==> src/inc/reset_seq_defines.svh <==
// Purpose: constants of the reset sequence controller
// Assumes: sys_clk at 50 MHz
// Notes: times are in microseconds, cycle counts derive from them
//
// Overview of operation
// - Five sequences exist: destructive with and without self test, external long, functional long and short.
// - The short functional sequence never runs the built-in self test.
// - The sequence ends on entering run mode, where the first instruction is fetched.
// - Every destructive sequence starts the switching regulator self test inside the third phase.
// - Release of the regulator power-on-reset input starts the sequence in either regulation mode.
// - Only a low level is ever driven on the reset pin; the high level comes from the pull-up.
// - The pin assertion ends when the device stops driving low; it then rises by the pull-up.
// - The sequence is stretched while an outside generator holds the pin low past the third phase.
// - A functional sequence drives the pin low only if its source is enabled for the pin.
// - In external regulation the core supply voltage detectors start disabled; software may enable them.
`ifndef RESET_SEQ_DEFINES_SVH
`define RESET_SEQ_DEFINES_SVH

`define RSC_CLK_MHZ 50
`define RSC_PH1_US 10
`define RSC_PH2_US 10
`define RSC_PH3_US 10
`define RSC_BIST_US 100
`define RSC_PH1_CYC (`RSC_PH1_US * `RSC_CLK_MHZ)
`define RSC_PH2_CYC (`RSC_PH2_US * `RSC_CLK_MHZ)
`define RSC_PH3_CYC (`RSC_PH3_US * `RSC_CLK_MHZ)
`define RSC_BIST_CYC (`RSC_BIST_US * `RSC_CLK_MHZ)

`define RSC_OFS_CTRL 8'h00
`define RSC_OFS_PIN_EN 8'h04
`define RSC_OFS_VDET 8'h08
`define RSC_OFS_STATUS 8'h0C

`define RSC_CTRL_BIST_BIT 0
`define RSC_VDET_LOW_BIT 0
`define RSC_VDET_HIGH_BIT 1

`define RSC_CTRL_RESET 32'h0000_0001
`define RSC_PIN_EN_RESET 32'hFFFF_FFFF
`define RSC_VDET_ON 2'h3
`define RSC_VDET_OFF 2'h0

`endif

==> src/inc/reset_seq_pkg.sv <==
// Purpose: types of the reset sequence controller
// Assumes: nothing
// Notes: one-hot state codes
package reset_seq_pkg;
	typedef enum logic [6:0] {
		ST_POR = 7'h01,
		ST_PH1 = 7'h02,
		ST_PH2 = 7'h04,
		ST_BIST = 7'h08,
		ST_PH3 = 7'h10,
		ST_EXTEND = 7'h20,
		ST_RUN = 7'h40
	} seq_state_e;

	typedef enum logic [2:0] {
		K_DEST_BIST = 3'h0,
		K_DEST = 3'h1,
		K_EXT_LONG = 3'h2,
		K_FUNC_LONG = 3'h3,
		K_FUNC_SHORT = 3'h4
	} seq_kind_e;

	typedef struct packed {
		logic awvalid;
		logic [7:0] awaddr;
		logic wvalid;
		logic [31:0] wdata;
		logic [3:0] wstrb;
		logic bready;
		logic arvalid;
		logic [7:0] araddr;
		logic rready;
	} axil_req_s;

	typedef struct packed {
		logic awready;
		logic wready;
		logic bvalid;
		logic [1:0] bresp;
		logic arready;
		logic rvalid;
		logic [31:0] rdata;
		logic [1:0] rresp;
	} axil_rsp_s;
endpackage
==> src/hdl/phase_timer.sv <==
// Purpose: down counter that times one reset phase
// Assumes: load and value are registered by the caller
// Notes: expired is high while the count is zero and no load is pending
module phase_timer #(
	parameter int W = 24
) (
	input wire logic sys_clk,
	input wire logic nrst,
	input wire logic load,
	input wire logic [W-1:0] value,
	output logic expired
);
	logic [W-1:0] cnt;
	logic [W-1:0] next_cnt;

	always_comb begin
		next_cnt = cnt;
		if (load) begin
			next_cnt = value;
		end else if (cnt != '0) begin
			next_cnt = cnt - 1'b1;
		end
	end

	always_ff @(posedge sys_clk or negedge nrst) begin
		if (!nrst) begin
			cnt <= '0;
		end else begin
			cnt <= next_cnt;
		end
	end

	assign expired = (cnt == '0) && !load;
endmodule

==> src/hdl/reset_sequence_control.sv <==
// Purpose: reset sequence controller with open-drain reset pin and AXI4-Lite registers
// Assumes: all inputs synchronous to sys_clk
// Notes: the pin is open drain; oe_n low means the pin is pulled low
`include "reset_seq_defines.svh"
module reset_sequence_control #(
	parameter int NSRC = 8,
	parameter int W = 24,
	parameter int PH1_CYC = `RSC_PH1_CYC,
	parameter int PH2_CYC = `RSC_PH2_CYC,
	parameter int PH3_CYC = `RSC_PH3_CYC,
	parameter int BIST_CYC = `RSC_BIST_CYC
) (
	input wire logic sys_clk,
	input wire logic nrst,
	input reset_seq_pkg::axil_req_s axil_req,
	output reset_seq_pkg::axil_rsp_s axil_rsp,
	input wire logic regulator_power_on_reset_n,
	input wire logic external_regulation,
	input wire logic destructive_event,
	input wire logic functional_event,
	input wire logic functional_long,
	input wire logic [$clog2(NSRC)-1:0] functional_source,
	input wire logic switching_regulator_test_done,
	input wire logic reset_pin_in,
	output logic reset_pin_out,
	output logic reset_pin_oe_n,
	output logic switching_regulator_test_start,
	output logic bist_active,
	output logic run_mode_entry,
	output logic fetch_enable,
	output logic low_voltage_detector_en,
	output logic high_voltage_detector_en
);
	import reset_seq_pkg::*;

	// a single source would leave the source index without bits; wide timers overflow the shift
	if (NSRC < 2 || NSRC > 32 || W < 2 || W > 30 || PH1_CYC < 1 || PH2_CYC < 1 || PH3_CYC < 1 || BIST_CYC < 1 ||
	    PH1_CYC >= (1 << W) || PH2_CYC >= (1 << W) || PH3_CYC >= (1 << W) ||
	    BIST_CYC >= (1 << W)) begin : g_bad_param
		$error("reset_sequence_control: parameter out of range");
	end

	// ------------------------------------------------------------
	// sequence state
	// ------------------------------------------------------------
	seq_state_e state, next_state;
	seq_kind_e kind, next_kind;
	logic [$clog2(NSRC)-1:0] src, next_src;
	logic oe_n, next_oe_n;
	logic regtest_start, next_regtest_start;
	logic regtest_ok, next_regtest_ok;
	logic run_pulse, next_run_pulse;
	logic tmr_load, next_tmr_load;
	logic [W-1:0] tmr_value, next_tmr_value;
	logic expired;
	logic ctrl_bist;
	logic [NSRC-1:0] pin_en;
	logic is_func;
	logic uses_bist;

	phase_timer #(.W(W)) u_timer (
		.sys_clk(sys_clk),
		.nrst(nrst),
		.load(tmr_load),
		.value(tmr_value),
		.expired(expired)
	);

	assign is_func = (kind == K_FUNC_LONG) || (kind == K_FUNC_SHORT);
	assign uses_bist = (kind == K_DEST_BIST) || (kind == K_EXT_LONG);

	always_comb begin
		next_state = state;
		next_kind = kind;
		next_src = src;
		next_regtest_ok = regtest_ok || switching_regulator_test_done;
		if (!regulator_power_on_reset_n) begin
			// supplies are trusted in range once the input is released
			next_state = ST_POR;
			next_kind = K_DEST;
		end else if (state == ST_POR || destructive_event) begin
			next_state = ST_PH1;
			next_kind = ctrl_bist ? K_DEST_BIST : K_DEST;
		end else begin
			case (state)
				ST_PH1: begin
					if (expired) begin
						next_state = (kind == K_FUNC_SHORT) ? ST_PH3 : ST_PH2;
					end
				end
				ST_PH2: begin
					if (expired) begin
						next_state = uses_bist ? ST_BIST : ST_PH3;
					end
				end
				ST_BIST: begin
					if (expired) begin
						next_state = ST_PH3;
					end
				end
				ST_PH3: begin
					// destructive sequences wait for the regulator test inside this phase
					if (expired && (is_func || kind == K_EXT_LONG || regtest_ok)) begin
						next_state = ST_EXTEND;
					end
				end
				ST_EXTEND: begin
					if (reset_pin_in) begin
						next_state = ST_RUN;
					end
				end
				ST_RUN: begin
					if (!reset_pin_in) begin
						next_state = ST_PH1;
						next_kind = K_EXT_LONG;
					end else if (functional_event) begin
						next_state = ST_PH1;
						next_kind = functional_long ? K_FUNC_LONG : K_FUNC_SHORT;
						next_src = functional_source;
					end
				end
				default: begin
					next_state = ST_POR;
				end
			endcase
		end
		if (next_state != ST_PH3) begin
			next_regtest_ok = 1'b0;
		end
		next_regtest_start = (next_state == ST_PH3) && (state != ST_PH3) &&
			(next_kind == K_DEST || next_kind == K_DEST_BIST);
		next_run_pulse = (next_state == ST_RUN) && (state != ST_RUN);
		// a destructive event inside phase one must restart its count as well
		next_tmr_load = (next_state != state) || (next_kind != kind) ||
			(regulator_power_on_reset_n && destructive_event);
		case (next_state)
			ST_PH1: next_tmr_value = W'(PH1_CYC);
			ST_PH2: next_tmr_value = W'(PH2_CYC);
			ST_BIST: next_tmr_value = W'(BIST_CYC);
			ST_PH3: next_tmr_value = W'(PH3_CYC);
			default: next_tmr_value = '0;
		endcase
		// the pin is released at the end of the third phase, or never pulled for a masked source
		if (next_state == ST_EXTEND || next_state == ST_RUN) begin
			next_oe_n = 1'b1;
		end else if (next_kind == K_FUNC_LONG || next_kind == K_FUNC_SHORT) begin
			next_oe_n = !pin_en[next_src];
		end else begin
			next_oe_n = 1'b0;
		end
	end

	always_ff @(posedge sys_clk or negedge nrst) begin
		if (!nrst) begin
			state <= ST_POR;
			kind <= K_DEST;
			src <= '0;
			oe_n <= 1'b0;
			regtest_start <= 1'b0;
			regtest_ok <= 1'b0;
			run_pulse <= 1'b0;
			tmr_load <= 1'b0;
			tmr_value <= '0;
		end else begin
			state <= next_state;
			kind <= next_kind;
			src <= next_src;
			oe_n <= next_oe_n;
			regtest_start <= next_regtest_start;
			regtest_ok <= next_regtest_ok;
			run_pulse <= next_run_pulse;
			tmr_load <= next_tmr_load;
			tmr_value <= next_tmr_value;
		end
	end

	assign reset_pin_out = 1'b0;
	assign reset_pin_oe_n = oe_n;
	assign switching_regulator_test_start = regtest_start;
	assign bist_active = (state == ST_BIST);
	assign run_mode_entry = run_pulse;
	assign fetch_enable = (state == ST_RUN);

	// ------------------------------------------------------------
	// registers and AXI4-Lite slave
	// ------------------------------------------------------------
	logic [31:0] ctrl, next_ctrl;
	logic [31:0] pin_en_reg, next_pin_en_reg;
	logic [1:0] vdet, next_vdet;
	logic boot_done;
	logic aw_hold, next_aw_hold;
	logic w_hold, next_w_hold;
	logic [7:0] waddr, next_waddr;
	logic [31:0] wdata, next_wdata;
	logic [3:0] wstrb, next_wstrb;
	logic bvalid, next_bvalid;
	logic [1:0] bresp, next_bresp;
	logic rvalid, next_rvalid;
	logic [31:0] rdata, next_rdata;
	logic [1:0] rresp, next_rresp;
	logic [31:0] wmask;
	logic [31:0] status;
	logic do_write;

	assign ctrl_bist = ctrl[`RSC_CTRL_BIST_BIT];
	assign pin_en = pin_en_reg[NSRC-1:0];
	assign status = {12'h000, 1'b0, reset_pin_in, 2'h0, 5'h00, kind, 1'b0, state};
	assign do_write = (aw_hold || axil_req.awvalid) && (w_hold || axil_req.wvalid) && !bvalid;

	always_comb begin
		next_aw_hold = aw_hold;
		next_w_hold = w_hold;
		next_waddr = waddr;
		next_wdata = wdata;
		next_wstrb = wstrb;
		next_bvalid = bvalid && !axil_req.bready;
		next_bresp = bresp;
		next_ctrl = ctrl;
		next_pin_en_reg = pin_en_reg;
		next_vdet = vdet;
		next_rvalid = rvalid && !axil_req.rready;
		next_rdata = rdata;
		next_rresp = rresp;
		wmask = '0;
		if (!boot_done) begin
			// detectors would fight an outside regulator, so they start off there
			next_vdet = external_regulation ? `RSC_VDET_OFF : `RSC_VDET_ON;
		end
		if (axil_req.awvalid && !aw_hold && !bvalid) begin
			next_aw_hold = 1'b1;
			next_waddr = axil_req.awaddr;
		end
		if (axil_req.wvalid && !w_hold && !bvalid) begin
			next_w_hold = 1'b1;
			next_wdata = axil_req.wdata;
			next_wstrb = axil_req.wstrb;
		end
		if (do_write) begin
			next_aw_hold = 1'b0;
			next_w_hold = 1'b0;
			next_bvalid = 1'b1;
			next_bresp = 2'h0;
			for (int i = 0; i < 4; i++) begin
				wmask[i*8 +: 8] = {8{next_wstrb[i]}};
			end
			if (next_waddr == `RSC_OFS_CTRL) begin
				next_ctrl = (ctrl & ~wmask) | (next_wdata & wmask & 32'h0000_0001);
			end else if (next_waddr == `RSC_OFS_PIN_EN) begin
				next_pin_en_reg = (pin_en_reg & ~wmask) | (next_wdata & wmask);
			end else if (next_waddr == `RSC_OFS_VDET) begin
				if (next_wstrb[0]) begin
					next_vdet = next_wdata[1:0];
				end
			end else if (next_waddr == `RSC_OFS_STATUS) begin
				next_bresp = 2'h0;
			end else begin
				next_bresp = 2'h2;
			end
		end
		if (axil_req.arvalid && !rvalid) begin
			next_rvalid = 1'b1;
			next_rresp = 2'h0;
			if (axil_req.araddr == `RSC_OFS_CTRL) begin
				next_rdata = ctrl;
			end else if (axil_req.araddr == `RSC_OFS_PIN_EN) begin
				next_rdata = pin_en_reg;
			end else if (axil_req.araddr == `RSC_OFS_VDET) begin
				next_rdata = {30'h0, vdet};
			end else if (axil_req.araddr == `RSC_OFS_STATUS) begin
				next_rdata = status;
			end else begin
				next_rdata = 32'h0000_0000;
				next_rresp = 2'h2;
			end
		end
	end

	always_ff @(posedge sys_clk or negedge nrst) begin
		if (!nrst) begin
			boot_done <= 1'b0;
			aw_hold <= 1'b0;
			w_hold <= 1'b0;
			waddr <= 8'h00;
			wdata <= 32'h0000_0000;
			wstrb <= 4'h0;
			bvalid <= 1'b0;
			bresp <= 2'h0;
			ctrl <= `RSC_CTRL_RESET;
			pin_en_reg <= `RSC_PIN_EN_RESET;
			vdet <= `RSC_VDET_OFF;
			rvalid <= 1'b0;
			rdata <= 32'h0000_0000;
			rresp <= 2'h0;
		end else begin
			boot_done <= 1'b1;
			aw_hold <= next_aw_hold;
			w_hold <= next_w_hold;
			waddr <= next_waddr;
			wdata <= next_wdata;
			wstrb <= next_wstrb;
			bvalid <= next_bvalid;
			bresp <= next_bresp;
			ctrl <= next_ctrl;
			pin_en_reg <= next_pin_en_reg;
			vdet <= next_vdet;
			rvalid <= next_rvalid;
			rdata <= next_rdata;
			rresp <= next_rresp;
		end
	end

	assign low_voltage_detector_en = vdet[`RSC_VDET_LOW_BIT];
	assign high_voltage_detector_en = vdet[`RSC_VDET_HIGH_BIT];
	assign axil_rsp.awready = !aw_hold && !bvalid;
	assign axil_rsp.wready = !w_hold && !bvalid;
	assign axil_rsp.bvalid = bvalid;
	assign axil_rsp.bresp = bresp;
	assign axil_rsp.arready = !rvalid;
	assign axil_rsp.rvalid = rvalid;
	assign axil_rsp.rdata = rdata;
	assign axil_rsp.rresp = rresp;
endmodule

==> config.mk <==
export PLATFORM = sky130hd
export DESIGN_NAME = reset_sequence_control
export DESIGN_NICKNAME = d
export VERILOG_FILES = /design/src/inc/reset_seq_pkg.sv /design/src/hdl/phase_timer.sv /design/src/hdl/reset_sequence_control.sv
export VERILOG_INCLUDE_DIRS = /design/src /design/src/inc
export SDC_FILE = /design/constraint.sdc
export NUM_CORES = 1
export LEC_CHECK = 0
export ABC_CLOCK_PERIOD_IN_PS = 3700
export CORE_MARGIN = 2
export CORE_UTILIZATION = 45
export CTS_CLUSTER_SIZE = 24
export DETAILED_ROUTE_END_ITERATION = 8
export DONT_BUFFER_PORTS = 1
export RECOVER_POWER = 25
export SYNTH_ARGS = -nofsm -noshare
export SYNTH_HDL_FRONTEND = slang
export SYNTH_SLANG_ARGS = --single-unit
==> constraint.sdc <==
create_clock -name sys_clk -period 3.7 [get_ports sys_clk]
set_input_delay 1.11 -clock sys_clk [delete_from_list [all_inputs] [get_ports sys_clk]]
set_output_delay 1.11 -clock sys_clk [all_outputs]
set_load 0.02 [all_outputs]
After elaboration in Yosys (flattened, before gate mapping)
Index checks and enable logic that the tools add are counted.

Flip-flop bits (word level): 217. Output and inout port bits: 49. Word-level logic and storage cells: 173.

Add/sub/neg operators: 1. Order comparisons: 1. Eq/ne operators: 30. Muxes and demuxes: 60. Bitwise gates (word level): 7. Reductions and logical operators: 50.

Operator list (count): AND 32 bit (3); two-way mux 32 bit (3); two-way mux 7 bit (9); two-way mux 24 bit (2); case mux 7 bit (6 select lines) (1); two-way mux 19 bit (2); two-way mux 3 bit (11); equality test 8 x 4 -> 1 bit (second input constant) (4); NOT 32 bit (1); bitwise OR 32 x 1 -> 32 bit (1); bitwise OR 32 bit (1); two-way mux 2 bit (15); case mux 13 bit (2 select lines) (1); zero test 24 bit (1); nonzero test 24 bit (1); subtractor 24 x 1 -> 24 bit (second input constant) (1); logical AND 1 bit (17); equality test 8 x 3 -> 1 bit (second input constant) (2); zero test 8 bit (2); equality test 7 x 2 -> 1 bit (second input constant) (2); equality test 7 x 3 -> 1 bit (second input constant) (2); equality test 7 x 4 -> 1 bit (second input constant) (2); equality test 7 x 5 -> 1 bit (second input constant) (2); equality test 7 x 6 -> 1 bit (second input constant) (2); other kinds (23) (61).

Longest topological paths before layout
Word-level depth: 12. Gate-level depth with buffers: 9.

Hierarchy
From an unflattened synthesis, not the netlist that was laid out.

Cells, all modules: 779. Area total of the unflattened synthesis: 9026.2 um^2.

By module, submodules not included: reset_sequence_control (times used 1, cells an instance 613, area each 7518.5 um^2, sequential area each 4297.9 um^2); phase_timer (times used 1, cells an instance 166, area each 1507.7 um^2, sequential area each 600.6 um^2).

Least setup slack after synthesis
OpenSTA, ideal clock, no wires.

Kind: input to register. From: input port reset_pin_in. To: register oe_n, in the netlist reset_pin_oe_n. Library setup time: 124 ps. Data arrival time: 3100 ps. Path slack: 476 ps. Stages: 8. Buffers on the path: 1. Cell sequence: clkbuf_1 -> and3b_1 -> a21boi_0 -> nand4_1 -> a21bo_2 -> and3_1 -> or4_1 -> a211o_1.

Cells in the longest elaborated chain, start to end: 9. Elaborated cells between the ends (all ways): 24. Those cells by class: 4 x eq/ne; 17 x mux; 3 x reduce/logical.

RTL lines: from (decl) (RTL line reset_sequence_control.sv:24) `input wire logic reset_pin_in,`; two-way mux 3 bit (RTL line reset_sequence_control.sv:113) `if (!reset_pin_in) begin`; two-way mux 3 bit (RTL line reset_sequence_control.sv:85) `case (state)`; two-way mux 3 bit (RTL line reset_sequence_control.sv:81) `end else if (state == ST_POR || destructive_event) begin`; two-way mux 3 bit (RTL line reset_sequence_control.sv:77) `if (!regulator_power_on_reset_n) begin`; binary-select mux 1 bit (select 3 bit) (RTL line reset_sequence_control.sv:147) `next_oe_n = !pin_en[next_src];`; two-way mux 1 bit (implied by the code) (RTL line reset_sequence_control.sv:147); zero test 1 bit (RTL line reset_sequence_control.sv:147); two-way mux 1 bit (RTL line reset_sequence_control.sv:146) `end else if (next_kind == K_FUNC_LONG || next_kind == K_FUNC_SHORT) begin`; two-way mux 1 bit * (RTL line reset_sequence_control.sv:144) `if (next_state == ST_EXTEND || next_state == ST_RUN) begin`; net next_oe_n (RTL line reset_sequence_control.sv:49) `logic oe_n, next_oe_n;`; to (signal assigned) (RTL line reset_sequence_control.sv:168) `oe_n <= next_oe_n;`; to (decl) (RTL line reset_sequence_control.sv:49).

The timed path passes the listed nets; every way through them passes the cells marked *. The select of a mux whose other input is x is not followed. A chain may end at the register's enable or synchronous reset.

Worst setup path after layout
From: register state[5]. To: output port bist_active.

Cells in the longest elaborated chain, start to end: 1.

RTL lines: from (decl) (RTL line reset_sequence_control.sv:46) `seq_state_e state, next_state;`; from (signal assigned) (RTL line reset_sequence_control.sv:165) `state <= next_state;`; equality test 7 x 4 -> 1 bit (RTL line reset_sequence_control.sv:180) `assign bist_active = (state == ST_BIST);`; to (decl) (RTL line reset_sequence_control.sv:28) `output logic bist_active,`.

Every way passes these cells.

==> results.ini <==
[clock_tree]
numCtsBuffers=17
htree_levels=4
ctsHoldBuffers=0
cts_root_buf=clkbuf_16
cts_tree=yes
cts_resized=0
clock_latency_ps=430
path_clk_slew_ps=70
cts_max_path_buffers=2
cts.sink_count=194
cts_setup_buffers=0

[place]
dp_hpwl_um=14170
numPortBuffers=0
gp_congestion=0.8593
placed_area_mm2=0.008981

[final_layout]
syn_to_final_growth_pct=10.25
layout-drive-gt1-share_pct=23.35
final_util_pct=50.80
antennaDiodeCount=0
layout.nets=833
num-fill-cells=1711
final_common_cell=dfrtp_1
final_area_mm2=0.009567
layout_common_cells=dfrtp_1 (159), nor2_1 (104), mux2_2 (80)

[logic_synthesis]
synth.avg_cell_area_um2=11.42
synth_seq_area_share_pct=56.45
ys_seq_elements=194
yosysUniqueCellTypes=75
synth_warnings=0
synthAdderAreaFrac_pct=0.2884
synthArstFlopShare_pct=100.0
syn-cell-area_mm2=0.008677
synth_edf_count=0
ys.flop_type=dfrtp_1
synthXorXnorAreaFrac_pct=2.120
muxShareOfSynthArea_pct=12.04
synth_top_family_by_area=simple AND/OR/NAND/NOR gates
synth_simple_gate_area_share_pct=16.91
synth_cells=760
synth_compound_gate_area_share_pct=9.445

[power]
switching_share_pct=28.00
p_leak_nw=4.128
p_sw_mw=1.587
p_comb_share_pct=17.4
p_int_mw=4.080
p_clk_share_pct=32.6
power_density_mw_per_mm2=592.3
peakVddDrop_mv=0.3411
power_frac_seq_pct=50.1

[floorplanning]
die-width_um=142.9
row_count=50
io_pins=118
die_area_mm2=0.02041
coreArea_mm2=0.01883
die_y_um=142.9
initial_core_util_pct=46.08

[worst_setup_path]
cpPeakStageDelay_ps=560
path_class=flip-flop to output pin
endpoint_kind=output pin
critPathMaxFanout=14
cpMaxStageDelayCell=dfrtp_1
cp.required_ps=2590
cp-start-kind=flip-flop
arrival_ps=2330
path_cells=or3_1, or3_2, nor2_1
rrSetupSlack_ps=560

[routing]
first_pass_iters=4
wl_um=20180
drt_iter0_drc=449
vias_per_cell=5.659
num_vias=5857
antenna_left=0
wl_per_cell_um=19.49
drc=0

[global_route]
grt_pass1_vias=6056
antenna_found_initial=0
grt_max_degree=195
grt_pass1_wl_um=32690
grt-ovfl-total=0
grt_usage_pct=20.71

[run]
maxCapViolCount=0

[sta]
tightest_slew_ps=956.3
hold_ws_ps=383.6
hold_viol=0
clock_skew_ps=10.99
setup_viol=0
maxSlewHeadroom_pct=36.09
rsz0062_at_grt=false
clock.fmax_mhz=290.3
finalCritPeriodShare_pct=93.10
fin_crit_ps=3445
fin_tns_setup_ps=0
slew_violations=0

[status]
status=finished clean

[hold_path]
hp-class=primary input to asynchronous set/reset pin

-- final cells by class --
| cell class | instances | area [um2] | share of cell area (%) |
|---|---|---|---|
| Tap cell | 260 | 325.3 | 3.400 |
| Clock inverter | 9 | 117.6 | 1.229 |
| Sequential cell | 194 | 4898 | 51.20 |
| Multi-Input combinational cell | 515 | 3570 | 37.31 |
| Clock buffer | 23 | 467.9 | 4.891 |
| Timing Repair Buffer | 16 | 120.1 | 1.256 |
| Inverter | 18 | 67.56 | 0.7063 |
-- Yosys cell counts, types with 4 or more instances --
library cell  count  area share (%)
or4_1             4            0.35
inv_1            17            0.74
or3_1             6            0.43
dfstp_2          35              11
nand3_1           9            0.52
a21oi_1          18             1.0
nor4_1           12            0.87
nor3_1           13            0.75
nor3b_1           5            0.43
nand4_1          11            0.79
nor2_1          104             4.5
nand2b_1          7            0.50
dfrtp_1         159              46
o21ai_0          28             1.6
xnor2_1          17             1.7
nand2_1          33             1.4
a21boi_0          5            0.43
a211oi_1          8            0.69
mux2_2           80              10
xor2_1            4            0.40
buf_4             5            0.43
clkbuf_1         23            0.99
a22oi_1          10            0.87
mux2i_1           8            0.92
and3_1            4            0.29
buf_2             4            0.23
and2_1            9            0.65
nor2b_1          37             2.7
a221oi_1         21             2.1
-- power groups by stage --
stage               clock network [mW]  logic [mW]  registers (mW)
global placement                     0       0.956            2.86
finish                            1.85       0.984            2.84
floorplan                            0       0.825            2.79
CTS                               1.89       0.995            2.84
detailed placement                   0       0.989            2.88
global route                      1.99        1.10            2.88
-- per-layer routing --
metal | track usage, % | vias up | wire length (um)
met5 | 0 | - | 0
met4 | 6.826 | 0 | 331
met3 | 4.628 | 28 | 1239
met2 | 32.41 | 179 | 9461
met1 | 28.77 | 2948 | 9145
li1 | - | 2702 | -
-- kinds of logic after synthesis --
logic type / after synthesis
AND/OR/NAND/NOR: 278
multiplexers: 91
XOR/XNOR: 21
other: 2
AO/OA/AOI/OAI: 119
buffers and inverters: 53
adder cells (fa/ha/maj): 2
flip-flops: 194
-- worst max-delay path: cells and delay by family, from the launching register on --
| family | cells | cell delay [ps] |
|---|---|---|
| and+or+nand+nor | 3 | 1350 |
| DFF | 1 | 560 |
-- per-stage QoR --
step / total power [mW] / instances / setup slack, ps
floorplan: 3.620 / 762 / 476.0
global placement: 3.815 / 1003 / 110.6
detailed placement: 3.867 / 1003 / 7.097
CTS: 5.730 / 1035 / 249.0
global route: 5.978 / 1035 / 179.1
finish: 5.666 / 1035 / 255.4
-- worst paths after layout --
check	from	cells past startpoint	end
min reg2reg	tmr_value[8]	2	u_timer.cnt[7]
min	nrst	0	run_mode_entry
max	state[5]	3	bist_active
min in group sys_clk	tmr_value[8]	2	u_timer.cnt[7]
max reg2reg	bvalid	6	flip-flop
max in group asynchronous	nrst	0	state[0]
Power figures use the tool's default switching activity.
